==> config.mk <==
export PLATFORM = sky130hd
export DESIGN_NAME = alarm_output_clamp_control
export DESIGN_NICKNAME = d
export VERILOG_FILES = /design/src/verilog/alarm_clamp_pkg.sv /design/src/verilog/alarm_output_clamp_control.sv
export SDC_FILE = /design/constraint.sdc
export NUM_CORES = 1
export LEC_CHECK = 0
export BUFFER_PORTS_ARGS = -buffer_cell sky130_fd_sc_hd__buf_2
export CORE_AREA = 2 2 115 117
export DETAILED_ROUTE_END_ITERATION = 10
export DIE_AREA = 0 0 117 119
export HOLD_SLACK_MARGIN = 0.06
export PLACE_DENSITY = 0.51
export SKIP_CTS_REPAIR_TIMING = 1
export SYNTH_ARGS = -nofsm -noshare
export SYNTH_HDL_FRONTEND = slang
export SYNTH_SLANG_ARGS = --single-unit
==> constraint.sdc <==
create_clock -name I_CLK -period 2 [get_ports I_CLK]
set_clock_uncertainty 0.05 [all_clocks]
set_input_delay 0.4 -clock I_CLK [delete_from_list [all_inputs] [get_ports I_CLK]]
set_output_delay 0.4 -clock I_CLK [all_outputs]
set_load 0.01 [all_outputs]
==> src/verilog/alarm_clamp_pkg.sv <==
package alarm_clamp_pkg;
  localparam logic [7:0]  ADDR_CLAMP_ROUTING = 8'h1A;
  localparam logic [7:0]  ADDR_OUTPUT_CONFIG = 8'h1B;
  localparam logic [7:0]  ADDR_ALARM_STATUS  = 8'h1D;
  localparam logic [7:0]  ADDR_AMP_COMMAND   = 8'h1E;
  localparam logic [7:0]  ADDR_CLAMP_WAKE    = 8'h1F;
  localparam logic [15:0] RST_CLAMP_ROUTING  = 16'h0000;
  localparam logic [15:0] RST_OUTPUT_CONFIG  = 16'h0000;
  localparam logic [15:0] CLAMP_ROUTING_MASK = 16'h007F;
  localparam int          POS_AMP_OFF        = 6;
  localparam int          POS_HOLD_DIS       = 15;
  localparam int          POS_POLARITY       = 14;
  localparam int          POS_SRC_SEL        = 13;
  localparam int          NUM_EVENTS         = 13;
  localparam int          NUM_CLAMPS         = 6;
endpackage

==> src/verilog/alarm_output_clamp_control.sv <==
// Local design decision: the plain strobed port.
`timescale 1ns/1ns
// Notes on behaviour
// - amp-off bit lets alarm force amp off
// - amp stays off until commanded back on
// - enabled clamp bits clamp converters on alarm
// - clamp holds until explicit wake write
// - clamp bit zero means unaffected
// - latched mode holds flags once set
// - latched flag clears after subside and read
// - unlatched flags follow the condition
// - polarity bit sets pin active level
// - source-select routes thresholds to inputs or sense
// - thirteen enable bits pick alarm sources
// - disabled events never assert the pin
module alarm_output_clamp_control
(
  input  wire logic        I_CLK,
  input  wire logic        I_SYS_RST,
  input  wire logic [7:0]  I_ADDR,
  input  wire logic [15:0] I_WDATA,
  input  wire logic        I_WR,
  input  wire logic        I_RD,
  input  wire logic [12:0] I_EVENT,
  output logic      [15:0] O_RDATA,
  output logic             O_ALARM_PIN,
  output logic             O_AMP_ENABLE,
  output logic      [5:0]  O_CLAMP,
  output logic             O_THRESH_SENSE_SEL
);

  // events come from outside this clock domain, so two flops first
  logic [12:0] evt_meta_ff;
  logic [12:0] evt_sync_ff;
  logic [15:0] routing_ff;
  logic [15:0] config_ff;
  logic [12:0] flag_ff;
  logic        read_seen_ff;
  logic [12:0] read_mark_ff;
  logic        amp_on_ff;
  logic [5:0]  clamp_ff;
  logic [15:0] rdata_ff;
  logic        alarm_pin_ff;
  logic [15:0] nxt_routing;
  logic [15:0] nxt_config;
  logic [12:0] nxt_flag;
  logic [12:0] nxt_read_mark;
  logic        nxt_amp_on;
  logic [5:0]  nxt_clamp;
  logic [15:0] nxt_rdata;
  logic        nxt_alarm_pin;
  logic        alarm_active;
  logic        wr_routing;
  logic        wr_config;
  logic        rd_status;
  logic        wr_amp;
  logic        wr_wake;

  always_comb
  begin
    wr_routing = 1'b0;
    wr_config  = 1'b0;
    wr_amp     = 1'b0;
    wr_wake    = 1'b0;
    rd_status  = 1'b0;
    if (I_WR && I_ADDR == alarm_clamp_pkg::ADDR_CLAMP_ROUTING)
    begin
      wr_routing = 1'b1;
    end
    else if (I_WR && I_ADDR == alarm_clamp_pkg::ADDR_OUTPUT_CONFIG)
    begin
      wr_config = 1'b1;
    end
    else if (I_WR && I_ADDR == alarm_clamp_pkg::ADDR_AMP_COMMAND)
    begin
      wr_amp = 1'b1;
    end
    else if (I_WR && I_ADDR == alarm_clamp_pkg::ADDR_CLAMP_WAKE)
    begin
      wr_wake = 1'b1;
    end
    else if (I_RD && I_ADDR == alarm_clamp_pkg::ADDR_ALARM_STATUS)
    begin
      rd_status = 1'b1;
    end
  end

  // alarm output active level, from registered flags and enables
  assign alarm_active = |(flag_ff & config_ff[12:0]);

  always_comb
  begin
    nxt_routing = routing_ff;
    nxt_config  = config_ff;
    if (wr_routing)
    begin
      nxt_routing = I_WDATA & alarm_clamp_pkg::CLAMP_ROUTING_MASK;
    end
    if (wr_config)
    begin
      nxt_config = I_WDATA;
    end
  end

  // flags: a read marks which flags were set; a marked flag clears once
  // its condition is gone, so a new event in the same cycle always wins
  always_comb
  begin
    nxt_flag      = flag_ff;
    nxt_read_mark = read_mark_ff;
    if (config_ff[alarm_clamp_pkg::POS_HOLD_DIS])
    begin
      nxt_flag      = evt_sync_ff;
      nxt_read_mark = '0;
    end
    else
    begin
      if (rd_status)
      begin
        nxt_read_mark = read_mark_ff | flag_ff;
      end
      nxt_flag = (flag_ff & ~(nxt_read_mark & ~evt_sync_ff)) | evt_sync_ff;
      nxt_read_mark = nxt_read_mark & nxt_flag;
    end
  end

  always_comb
  begin
    nxt_amp_on = amp_on_ff;
    nxt_clamp  = clamp_ff;
    if (wr_amp && I_WDATA[0])
    begin
      nxt_amp_on = 1'b1;
    end
    else if (wr_amp)
    begin
      nxt_amp_on = 1'b0;
    end
    if (wr_wake)
    begin
      nxt_clamp = clamp_ff & ~I_WDATA[5:0];
    end
    if (alarm_active && routing_ff[alarm_clamp_pkg::POS_AMP_OFF])
    begin
      nxt_amp_on = 1'b0;
    end
    // alarm wins over a wake write in the same cycle
    nxt_clamp = nxt_clamp | ({6{alarm_active}} & routing_ff[5:0]);
  end

  always_comb
  begin
    nxt_rdata = 16'h0000;
    if (I_RD && I_ADDR == alarm_clamp_pkg::ADDR_CLAMP_ROUTING)
    begin
      nxt_rdata = routing_ff;
    end
    else if (I_RD && I_ADDR == alarm_clamp_pkg::ADDR_OUTPUT_CONFIG)
    begin
      nxt_rdata = config_ff;
    end
    else if (rd_status)
    begin
      nxt_rdata = {3'h0, flag_ff};
    end
    else if (I_RD && I_ADDR == alarm_clamp_pkg::ADDR_AMP_COMMAND)
    begin
      nxt_rdata = {15'h0000, amp_on_ff};
    end
    else if (I_RD && I_ADDR == alarm_clamp_pkg::ADDR_CLAMP_WAKE)
    begin
      nxt_rdata = {10'h000, clamp_ff};
    end
    nxt_alarm_pin = alarm_active ~^ config_ff[alarm_clamp_pkg::POS_POLARITY];
  end

  always_ff @(posedge I_CLK)
  begin
    if (I_SYS_RST)
    begin
      evt_meta_ff  <= '0;
      evt_sync_ff  <= '0;
      routing_ff   <= alarm_clamp_pkg::RST_CLAMP_ROUTING;
      config_ff    <= alarm_clamp_pkg::RST_OUTPUT_CONFIG;
      flag_ff      <= '0;
      read_mark_ff <= '0;
      amp_on_ff    <= 1'b0;
      clamp_ff     <= '0;
      rdata_ff     <= 16'h0000;
      alarm_pin_ff <= 1'b1;
    end
    else
    begin
      evt_meta_ff  <= I_EVENT;
      evt_sync_ff  <= evt_meta_ff;
      routing_ff   <= nxt_routing;
      config_ff    <= nxt_config;
      flag_ff      <= nxt_flag;
      read_mark_ff <= nxt_read_mark;
      amp_on_ff    <= nxt_amp_on;
      clamp_ff     <= nxt_clamp;
      rdata_ff     <= nxt_rdata;
      alarm_pin_ff <= nxt_alarm_pin;
    end
  end

  assign O_RDATA            = rdata_ff;
  assign O_ALARM_PIN        = alarm_pin_ff;
  assign O_AMP_ENABLE       = amp_on_ff;
  assign O_CLAMP            = clamp_ff;
  assign O_THRESH_SENSE_SEL = config_ff[alarm_clamp_pkg::POS_SRC_SEL];

  // read_seen_ff is helper state for the checks below
  always_ff @(posedge I_CLK)
  begin
    if (I_SYS_RST)
    begin
      read_seen_ff <= 1'b0;
    end
    else
    begin
      read_seen_ff <= rd_status;
    end
  end
endmodule

=== Yosys cells after proc, flatten, opt, wreduce, memory -nomap -nowiden ===
Cells that the tools add are included.

* Register bits after elaboration: 99
* Latch bits: 0
* Memory bits (writable): 0
* Memory bits (read-only): 0
* Input port bits: 41
* Logic and storage cells: 71
* Memories: 0

* Add/sub/neg operators: 0
* $mul: 0
* Div/mod/pow operators: 0
* Magnitude comparators: 0
* Equal/unequal tests: 5
* Shifts and indexed selects: 0
* Mux-type cells: 26
* Bitwise gates (word level): 13
* Reductions and logical operators: 16

{| class="wikitable"
|+ Operator list
! operator !! number
|-
| bitwise AND 13 bit || 4
|-
| two-way mux 13 bit || 4
|-
| == test 8 x 5 -> 1 bit (second input constant) || 5
|-
| inverter 13 bit || 2
|-
| OR 13 bit || 2
|-
| two-way mux 6 bit || 3
|-
| two-way mux 1 bit || 17
|-
| two-way mux 16 bit || 1
|-
| OR reduction 13 bit || 1
|-
| bitwise AND 6 bit || 2
|-
| logical AND 1 bit || 11
|-
| two-way mux 7 bit || 1
|-
| inverter 6 bit || 1
|-
| OR 6 bit || 1
|-
| OR reduction 2 bit || 3
|-
| nonzero test 2 bit || 1
|-
| bitwise XNOR 1 bit || 1
|}

=== Logic depth before layout (Yosys ltp) ===
Gate-level depths: netlist (run 1).

* Depth in word-level cells: 14
* Gate-level depth with buffers: 6

=== Least setup slack after synthesis (run 1) ===
OpenSTA, ideal clock, no wires.

* Kind: input to register
* Start point: input I_ADDR[5]
* End point: register flag_ff[10]
* Data arrival time: 1.574 ns
* Data required time: 1.812 ns
* Path slack: 0.238 ns
* Cell stages on the path: 5
* Cells stage by stage: or3b_4 nor4_4 or3_1 buf_6 o32ai_1

* Word-level cells in the longest chain between the ends: 14
* Elaborated cells on any way between the ends: 22
* Those cells by class: 5 x eq/ne; 8 x mux; 4 x bitwise; 5 x reduce/logical

{| class="wikitable"
|+ Ends and longest elaborated chain
! item !! RTL line !! text
|-
| start, declared || alarm_output_clamp_control.sv:20 || <nowiki>input wire logic [7:0] I_ADDR,</nowiki>
|-
| == test 8 x 5 -> 1 bit || alarm_output_clamp_control.sv:82 || <nowiki>else if (I_RD && I_ADDR == alarm_clamp_pkg::ADDR_ALARM_STATUS)</nowiki>
|-
| logical AND 1 bit || alarm_output_clamp_control.sv:82 ||
|-
| two-way mux 1 bit || alarm_output_clamp_control.sv:82 ||
|-
| two-way mux 1 bit || alarm_output_clamp_control.sv:78 || <nowiki>else if (I_WR && I_ADDR == alarm_clamp_pkg::ADDR_CLAMP_WAKE)</nowiki>
|-
| two-way mux 1 bit || alarm_output_clamp_control.sv:74 || <nowiki>else if (I_WR && I_ADDR == alarm_clamp_pkg::ADDR_AMP_COMMAND)</nowiki>
|-
| two-way mux 1 bit || alarm_output_clamp_control.sv:70 || <nowiki>else if (I_WR && I_ADDR == alarm_clamp_pkg::ADDR_OUTPUT_CONFIG)</nowiki>
|-
| two-way mux 1 bit (*) || alarm_output_clamp_control.sv:66 || <nowiki>if (I_WR && I_ADDR == alarm_clamp_pkg::ADDR_CLAMP_ROUTING)</nowiki>
|-
| two-way mux 13 bit (*) || alarm_output_clamp_control.sv:118 || <nowiki>if (rd_status)</nowiki>
|-
| two-way mux 13 bit (*) || alarm_output_clamp_control.sv:111 || <nowiki>if (config_ff[alarm_clamp_pkg::POS_HOLD_DIS])</nowiki>
|-
| bitwise AND 13 bit (*) || alarm_output_clamp_control.sv:122 || <nowiki>nxt_flag = (flag_ff & ~(nxt_read_mark & ~evt_sync_ff)) | evt_sync_ff;</nowiki>
|-
| inverter 13 bit (*) || alarm_output_clamp_control.sv:122 ||
|-
| bitwise AND 13 bit (*) || alarm_output_clamp_control.sv:122 ||
|-
| OR 13 bit (*) || alarm_output_clamp_control.sv:122 ||
|-
| two-way mux 13 bit (*) || alarm_output_clamp_control.sv:111 ||
|-
| end signal, assigned || alarm_output_clamp_control.sv:198 || <nowiki>flag_ff <= nxt_flag;</nowiki>
|-
| end, declared || alarm_output_clamp_control.sv:37 || <nowiki>logic [12:0] flag_ff;</nowiki>
|}

Mark *: on every way between the ends. The rest lies on a longest branch, timed or not. The select of a mux whose other input is x is not followed.
A chain may end at the register's enable or synchronous reset.

=== Worst setup path in the final report (run 1) ===
* Start point: register config_ff[10]
* End point: register amp_on_ff, in the netlist O_AMP_ENABLE

* Word-level cells in the longest chain between the ends: 4

{| class="wikitable"
|+ Ends and longest elaborated chain
! item !! RTL line !! text
|-
| start, declared || alarm_output_clamp_control.sv:36 || <nowiki>logic [15:0] config_ff;</nowiki>
|-
| start signal, assigned || alarm_output_clamp_control.sv:184 || <nowiki>config_ff <= alarm_clamp_pkg::RST_OUTPUT_CONFIG;</nowiki>
|-
| start signal, assigned || alarm_output_clamp_control.sv:197 || <nowiki>config_ff <= nxt_config;</nowiki>
|-
| bitwise AND 13 bit || alarm_output_clamp_control.sv:89 || <nowiki>assign alarm_active = |(flag_ff & config_ff[12:0]);</nowiki>
|-
| OR reduction 13 bit || alarm_output_clamp_control.sv:89 ||
|-
| logical AND 1 bit || alarm_output_clamp_control.sv:143 || <nowiki>if (alarm_active && routing_ff[alarm_clamp_pkg::POS_AMP_OFF])</nowiki>
|-
| OR reduction 2 bit (no source line) || -- ||
|-
| end signal, assigned || alarm_output_clamp_control.sv:200 || <nowiki>amp_on_ff <= nxt_amp_on;</nowiki>
|-
| end, declared || alarm_output_clamp_control.sv:40 || <nowiki>logic amp_on_ff;</nowiki>
|}

Every way passes these cells.

==> results of run 1 <==
how the worst max path moves through the flow:
stage                               startpoint                        end  slack [ns]  cells past startpoint
floorplan                            I_ADDR[5]     flag_ff[10]$_SDFF_PP0_        0.24                      5
global placement                     I_ADDR[5]     O_RDATA[10]$_SDFF_PP0_        0.07                      6
detailed placement                   I_ADDR[3]     O_RDATA[10]$_SDFF_PP0_        0.02                      6
CTS                 config_ff[10]$_SDFFE_PP0P_     O_ALARM_PIN$_SDFF_PP1_        0.23                      6
global route        config_ff[10]$_SDFFE_PP0P_      O_CLAMP[4]$_SDFF_PP0_         0.1                      6
finish              config_ff[10]$_SDFFE_PP0P_  O_AMP_ENABLE$_SDFFE_PP0P_        0.25                      5
flip-flops by register name (all words and copies together) (netlist names):
| register | count |
|---|---|
| O_RDATA | 16 |
| config_ff | 16 |
| evt_meta_ff | 13 |
| evt_sync_ff | 13 |
| flag_ff | 13 |
| read_mark_ff | 13 |
| routing_ff | 7 |
| O_CLAMP | 6 |
| O_ALARM_PIN | 1 |
| O_AMP_ENABLE | 1 |
area by class of cell:
| cell class | instances | area (um2) |
|---|---|---|
| clock buffers | 10 | 229.0 |
| clock inverters | 6 | 41.29 |
| fillers | 1336 | 8217 |
| inverters | 28 | 105.1 |
| multi-input cells | 217 | 1560 |
| flip-flops and latches | 99 | 1982 |
| well taps | 176 | 220.2 |
| repair buffers | 86 | 520.5 |
cells in the final DEF (no fill, tap or decap), types with 2 or more instances in the layout:
cell type	instances
a21oi_1	13
a21oi_2	10
a221oi_1	5
a22o_1	7
a22oi_1	4
and2_1	3
buf_12	3
buf_2	65
buf_4	18
clkbuf_16	9
clkinv_2	2
clkinvlp_4	3
dfxtp_1	99
inv_1	28
mux2i_1	27
nand2_1	17
nand2b_1	2
nand3_1	2
nand3b_1	2
nor2_1	30
nor2b_1	27
nor3_1	2
nor4_1	4
nor4_2	11
nor4_4	2
o21ai_0	15
o31ai_1	6
o32ai_1	13
or3_1	2
worst max-delay path: cells and delay by family, from the launching register on:
family	cells	cell delay, ns
DFF	1	0.33
buffers and inverters	1	0.19
AOI/OAI and AO/OA	2	0.64
and+or+nand+nor	2	0.46
routing by layer:
metal / global-route usage (%) / vias up / wire, um
met5: 0 / - / 0
met4: 4.926 / 0 / 147
met3: 3.766 / 10 / 421
met2: 20.99 / 66 / 4066
met1: 17.13 / 1304 / 4066
li1: - / 1431 / -
logic make-up after synthesis:
family	after synthesis
buffers and inverters	47
and+or+nand+nor	113
muxes	28
DFF	99
AOI/OAI and AO/OA	76
where the power goes:
part / leakage [nW] / internal [mW] / switching (mW)
logic: 0.844 / 0.0862 / 0.115
clock network: 0.125 / 0.843 / 0.746
registers: 0.805 / 2.01 / 0.0224
stage by stage:
stage | total power, mW | std cells | setup WS (ns) | area (um2) | hold WS [ns]
6_report | 3.823 | 622 | 0.2543 | 4658 | 0.2090
5_1_grt | 3.972 | 622 | 0.09784 | 4658 | 0.2182
4_1_cts | 3.879 | 622 | 0.2294 | 4658 | 0.1983
3_5_place_dp | 2.282 | 606 | 0.02323 | 4388 | 0.3739
3_3_place_gp | 2.278 | 606 | 0.06880 | 4388 | 0.3731
2_1_floorplan | 2.183 | 363 | 0.2380 | 3742 | 0.3638
==> results.cfg, run 1 <==
[logic_synthesis]
synth_top_cell_by_area = dfxtp_1
synthMuxAreaShare_pct = 7.523
ys.flop_type = dfxtp_1
syn-num-nets = 404
yosysTopAreaCellShare_pct = 52.96
synthSimpleGateAreaFrac_pct = 19.53
synth-edff-count = 0
seq_area_frac_synth_pct = 52.96
synth_xor_area_share_pct = 0
synth_top_family_by_area = simple AND/OR/NAND/NOR gates
syn_area_um2 = 3742
async_flop_share_pct = 0
yosysMostFrequentCell = dfxtp_1
synthCells = 363
ys_top_cells_by_area = dfxtp_1, mux2i_1, nor2b_1, nor4_2, o32ai_1
synth.top_cells.by_count = dfxtp_1, nor2_1, inv_1
syn_area_per_cell_um2 = 10.31
synth_compound_gate_area_share_pct = 14.64
ys_ff_latch = 99
synth_fa_ha_area_share_pct = 0
ys_warn_count = 0
synth_cell_types = 40

[global_routing]
grt_overflow = 0
antenna_found_initial = 0
grt.total_usage_pct = 13.28
grt_max_degree = 51
grt_pass1_vias = 2770
grt_pass1_wl_um = 14190

[floorplan]
die_width_um = 117
row_count = 42
initial_core_util_pct = 29.07
die_h_um = 119
die_area_um2 = 13920
core_um2 = 12870
boundaryPins = 66

[routing]
drt-total-wl_um = 8702
drtAntennaViolNets = 0
drtPass1Iterations = 4
vias = 2811
first_iter_violations = 161
via_per_inst = 4.519
wl_per_cell_um = 13.99
drc = 0

[clocking]
root_buffer = clkbuf_16
cts.path.max_buffers = 2
cts.sinks = 99
clock_latency_ns = 0.34
h-tree-depth = 3
cts_made_buffers = 9
cts_tree = done
clkSlewWorstSetupHoldPaths_ns = 0.07

[worst_hold_path]
timing.hold.worst.start = I_EVENT[5]
hold_end = evt_meta_ff[5]$_SDFF_PP0_
hp-class = input port to flip-flop
hold_depth = 2

[sta]
setup_viol = 0
finalCritPeriodShare_pct = 87.29
min_period_ns = 1.746
worst_slew_pin_slew_ns = 0.5468
clock.fmax_ghz = 0.5728
worst_slew_margin_rel_pct = 63.55
setup_tns_ns = 0
drv_slew = 0
hold_viol = 0
rsz0062_at_grt = no

[placement]
post-dp-hpwl_um = 6195
gp_congestion = 0.7616
port_buffers = 65

[worst_setup_path]
r2r-end = O_AMP_ENABLE$_SDFFE_PP0P_
cp_slowest_stage_delay_ns = 0.40
crit_arrival_ns = 1.96
crit_slowest_cell = a222oi_1
required_ns = 2.21
critPathKind = flip-flop to flip-flop
cp_max_fo = 3
end_kind = flip-flop
r2r-start = config_ff[10]$_SDFFE_PP0P_
worstRegToRegCells = 5
cp_cell_sequence = a222oi_1 > buf_4 > nand3_1 > or3_1 > a211oi_1
rrSetupSlack_ns = 0.25
start_kind = flip-flop

[layout]
fin_util_pct = 36.18
antenna_cells = 0
final_nets = 482
syn_to_final_growth_pct = 24.47
layout-drive-gt1-share_pct = 29.15

[outcome]
status = complete, no violations

[power_and_ir_drop]
powerDensity_nw_per_um2 = 820.8
ir_drop_mv = 0.3422
p_leak_nw = 1.774

[run]
maxCapViolations = 0
(Power assumes the default switching activity.)
==> inputs of run 2 (changes only) <==
--- a/config.mk
+++ b/config.mk
@@ -10,5 +10,4 @@
 export DETAILED_ROUTE_END_ITERATION = 10
 export DIE_AREA = 0 0 117 119
-export HOLD_SLACK_MARGIN = 0.06
 export PLACE_DENSITY = 0.51
 export SKIP_CTS_REPAIR_TIMING = 1
==> constraint.sdc (replaced) <==
create_clock -name I_CLK -period 2 [get_ports I_CLK]
set_clock_uncertainty 0.05 [all_clocks]
set_input_delay 0.1 -clock I_CLK [delete_from_list [all_inputs] [get_ports I_CLK]]
set_output_delay 0.1 -clock I_CLK [all_outputs]
set_load 0.01 [all_outputs]
==> results.cfg, run 2 (same netlist as run 1, synthesis figures left out) <==
[outcome]
status = finished with violations
violations = negative hold slack

[worst_setup_path]
cp_cell_sequence = a222oi_1 > nand3_1 > or3_1 > a211oi_1
cp_max_fo = 4
crit_arrival_ns = 1.97
required_ns = 2.21
crit_buf_inv = 0
cp_top_family = compound AO/OA/AOI/OAI gates
start_kind = flip-flop
critPathKind = flip-flop to flip-flop
crit_slowest_cell = a222oi_1
end_kind = flip-flop
cp_slowest_stage_delay_ns = 0.46

[sta]
min_period_ns = 1.759
clock.fmax_ghz = 0.5686
worst_slew_margin_rel_pct = 71.42
finalCritPeriodShare_pct = 87.94
hold_slack_ns = -0.03960
worst_slew_pin_slew_ns = 0.4287
hold_viol = 6
setup_viol = 0
drv_slew = 0
rsz0062_at_grt = no
setup_tns_ns = 0

[clocking]
cts.sinks = 99
cts_tree = done
cts.path.max_buffers = 2
clkSlewWorstSetupHoldPaths_ns = 0.07
root_buffer = clkbuf_16
clock_latency_ns = 0.34
h-tree-depth = 3
cts_made_buffers = 9

[floorplan]
boundaryPins = 66
initial_core_util_pct = 29.07
die_area_um2 = 13920
die_h_um = 119
die_width_um = 117
core_um2 = 12870
row_count = 42

[placement]
port_buffers = 65
post-dp-hpwl_um = 6286
gp_congestion = 0.7763

[layout]
antenna_cells = 0
syn_to_final_growth_pct = 28.18
layout-drive-gt1-share_pct = 26.96
regArea_um2 = 1982
mostFrequentLayoutCell = dfxtp_1
final_nets = 496
multiInputGateArea_um2 = 1560
layout_common_cells = dfxtp_1, buf_2, nor2_1, inv_1
n_fill_cell = 1325

[routing]
vias = 2850
via_per_inst = 4.481
drc = 0
wl_per_cell_um = 13.58
drt-total-wl_um = 8637
drtPass1Iterations = 4
drtAntennaViolNets = 0
first_iter_violations = 130

[power_and_ir_drop]
p_total_mw = 3.866
powerDensity_nw_per_um2 = 805.9
ir_drop_mv = 0.3483
p_leak_nw = 1.835

[global_routing]
grt_max_degree = 38
antenna_found_initial = 0
grt.total_usage_pct = 12.90
grt_pass1_wl_um = 13810
grt_overflow = 0
grt_pass1_vias = 2727

[run]
maxCapViolations = 0

[worst_hold_path]
hp-class = input port to flip-flop
-- run 2: changes by cell type in the layout (fill, tap and decap cells not counted), sizes merged --
cell         previous run  this run
dlygate4sd3             0        19
buf                    86        81
clkinv                  2         3
clkbuf                 10        12
clkinvlp                3         0
-- run 2: per-layer routing --
layer	share of wire [%]	wire (um)	vias to the layer above	GRT usage, %
met5	0	0	-	0
met4	2.0	171	0	6.324
met3	3.7	319	13	3.155
met2	46	4000	60	19.76
met1	48	4146	1320	16.84
li1	-	-	1457	-
-- run 2: report_power, final --
group	total [mW]	switching (mW)	internal (mW)	leakage (nW)
Combinational	0.219	0.116	0.104	0.893
Clock	1.61	0.723	0.889	0.137
Sequential	2.04	0.0236	2.01	0.805
Total	3.87	0.862	3.00	1.84
-- run 2: final cells by class --
type | instances | area share [%]
clock buffer | 12 | 5.138
sequential | 99 | 41.31
timing repair buffer | 100 | 13.51
clock inverter | 4 | 0.7303
inverter | 28 | 2.191
tap | 176 | 4.591
multi-input combinational | 217 | 32.52
-- run 2: path summary, 6_finish.rpt --
kind	from	end	slack, ns	cells past startpoint
max	flag_ff[10]$_SDFF_PP0_	O_AMP_ENABLE$_SDFFE_PP0P_	0.24	4
min	I_WDATA[14]	config_ff[14]$_SDFFE_PP0P_	-0.04	3
max reg2reg	flag_ff[10]$_SDFF_PP0_	O_AMP_ENABLE$_SDFFE_PP0P_	0.24	4
min reg2reg	evt_meta_ff[9]$_SDFF_PP0_	evt_sync_ff[9]$_SDFF_PP0_	0.38	1
-- run 2: per-stage QoR --
stage                     cell area, um2  setup slack, ns  instances  hold WS (ns)  utilization, %
final                               4797           0.2413        636      -0.03960           37.26
after global routing                4797           0.1217        636     0.0003101           37.26
after CTS                           4607           0.2070        617       -0.1026           35.78
after detailed placement            4325           0.2297        601        0.2636           33.60
after global placement              4325           0.2402        601        0.2582           33.60
after floorplan                     3742           0.4302        363        0.1782               -
-- run 2: worst min-delay path: cells and delay by family --
kind / cells / cell delay, ns
mux: 1 / 0.06
simple gates: 1 / 0.08
buf+inv: 1 / 0.08
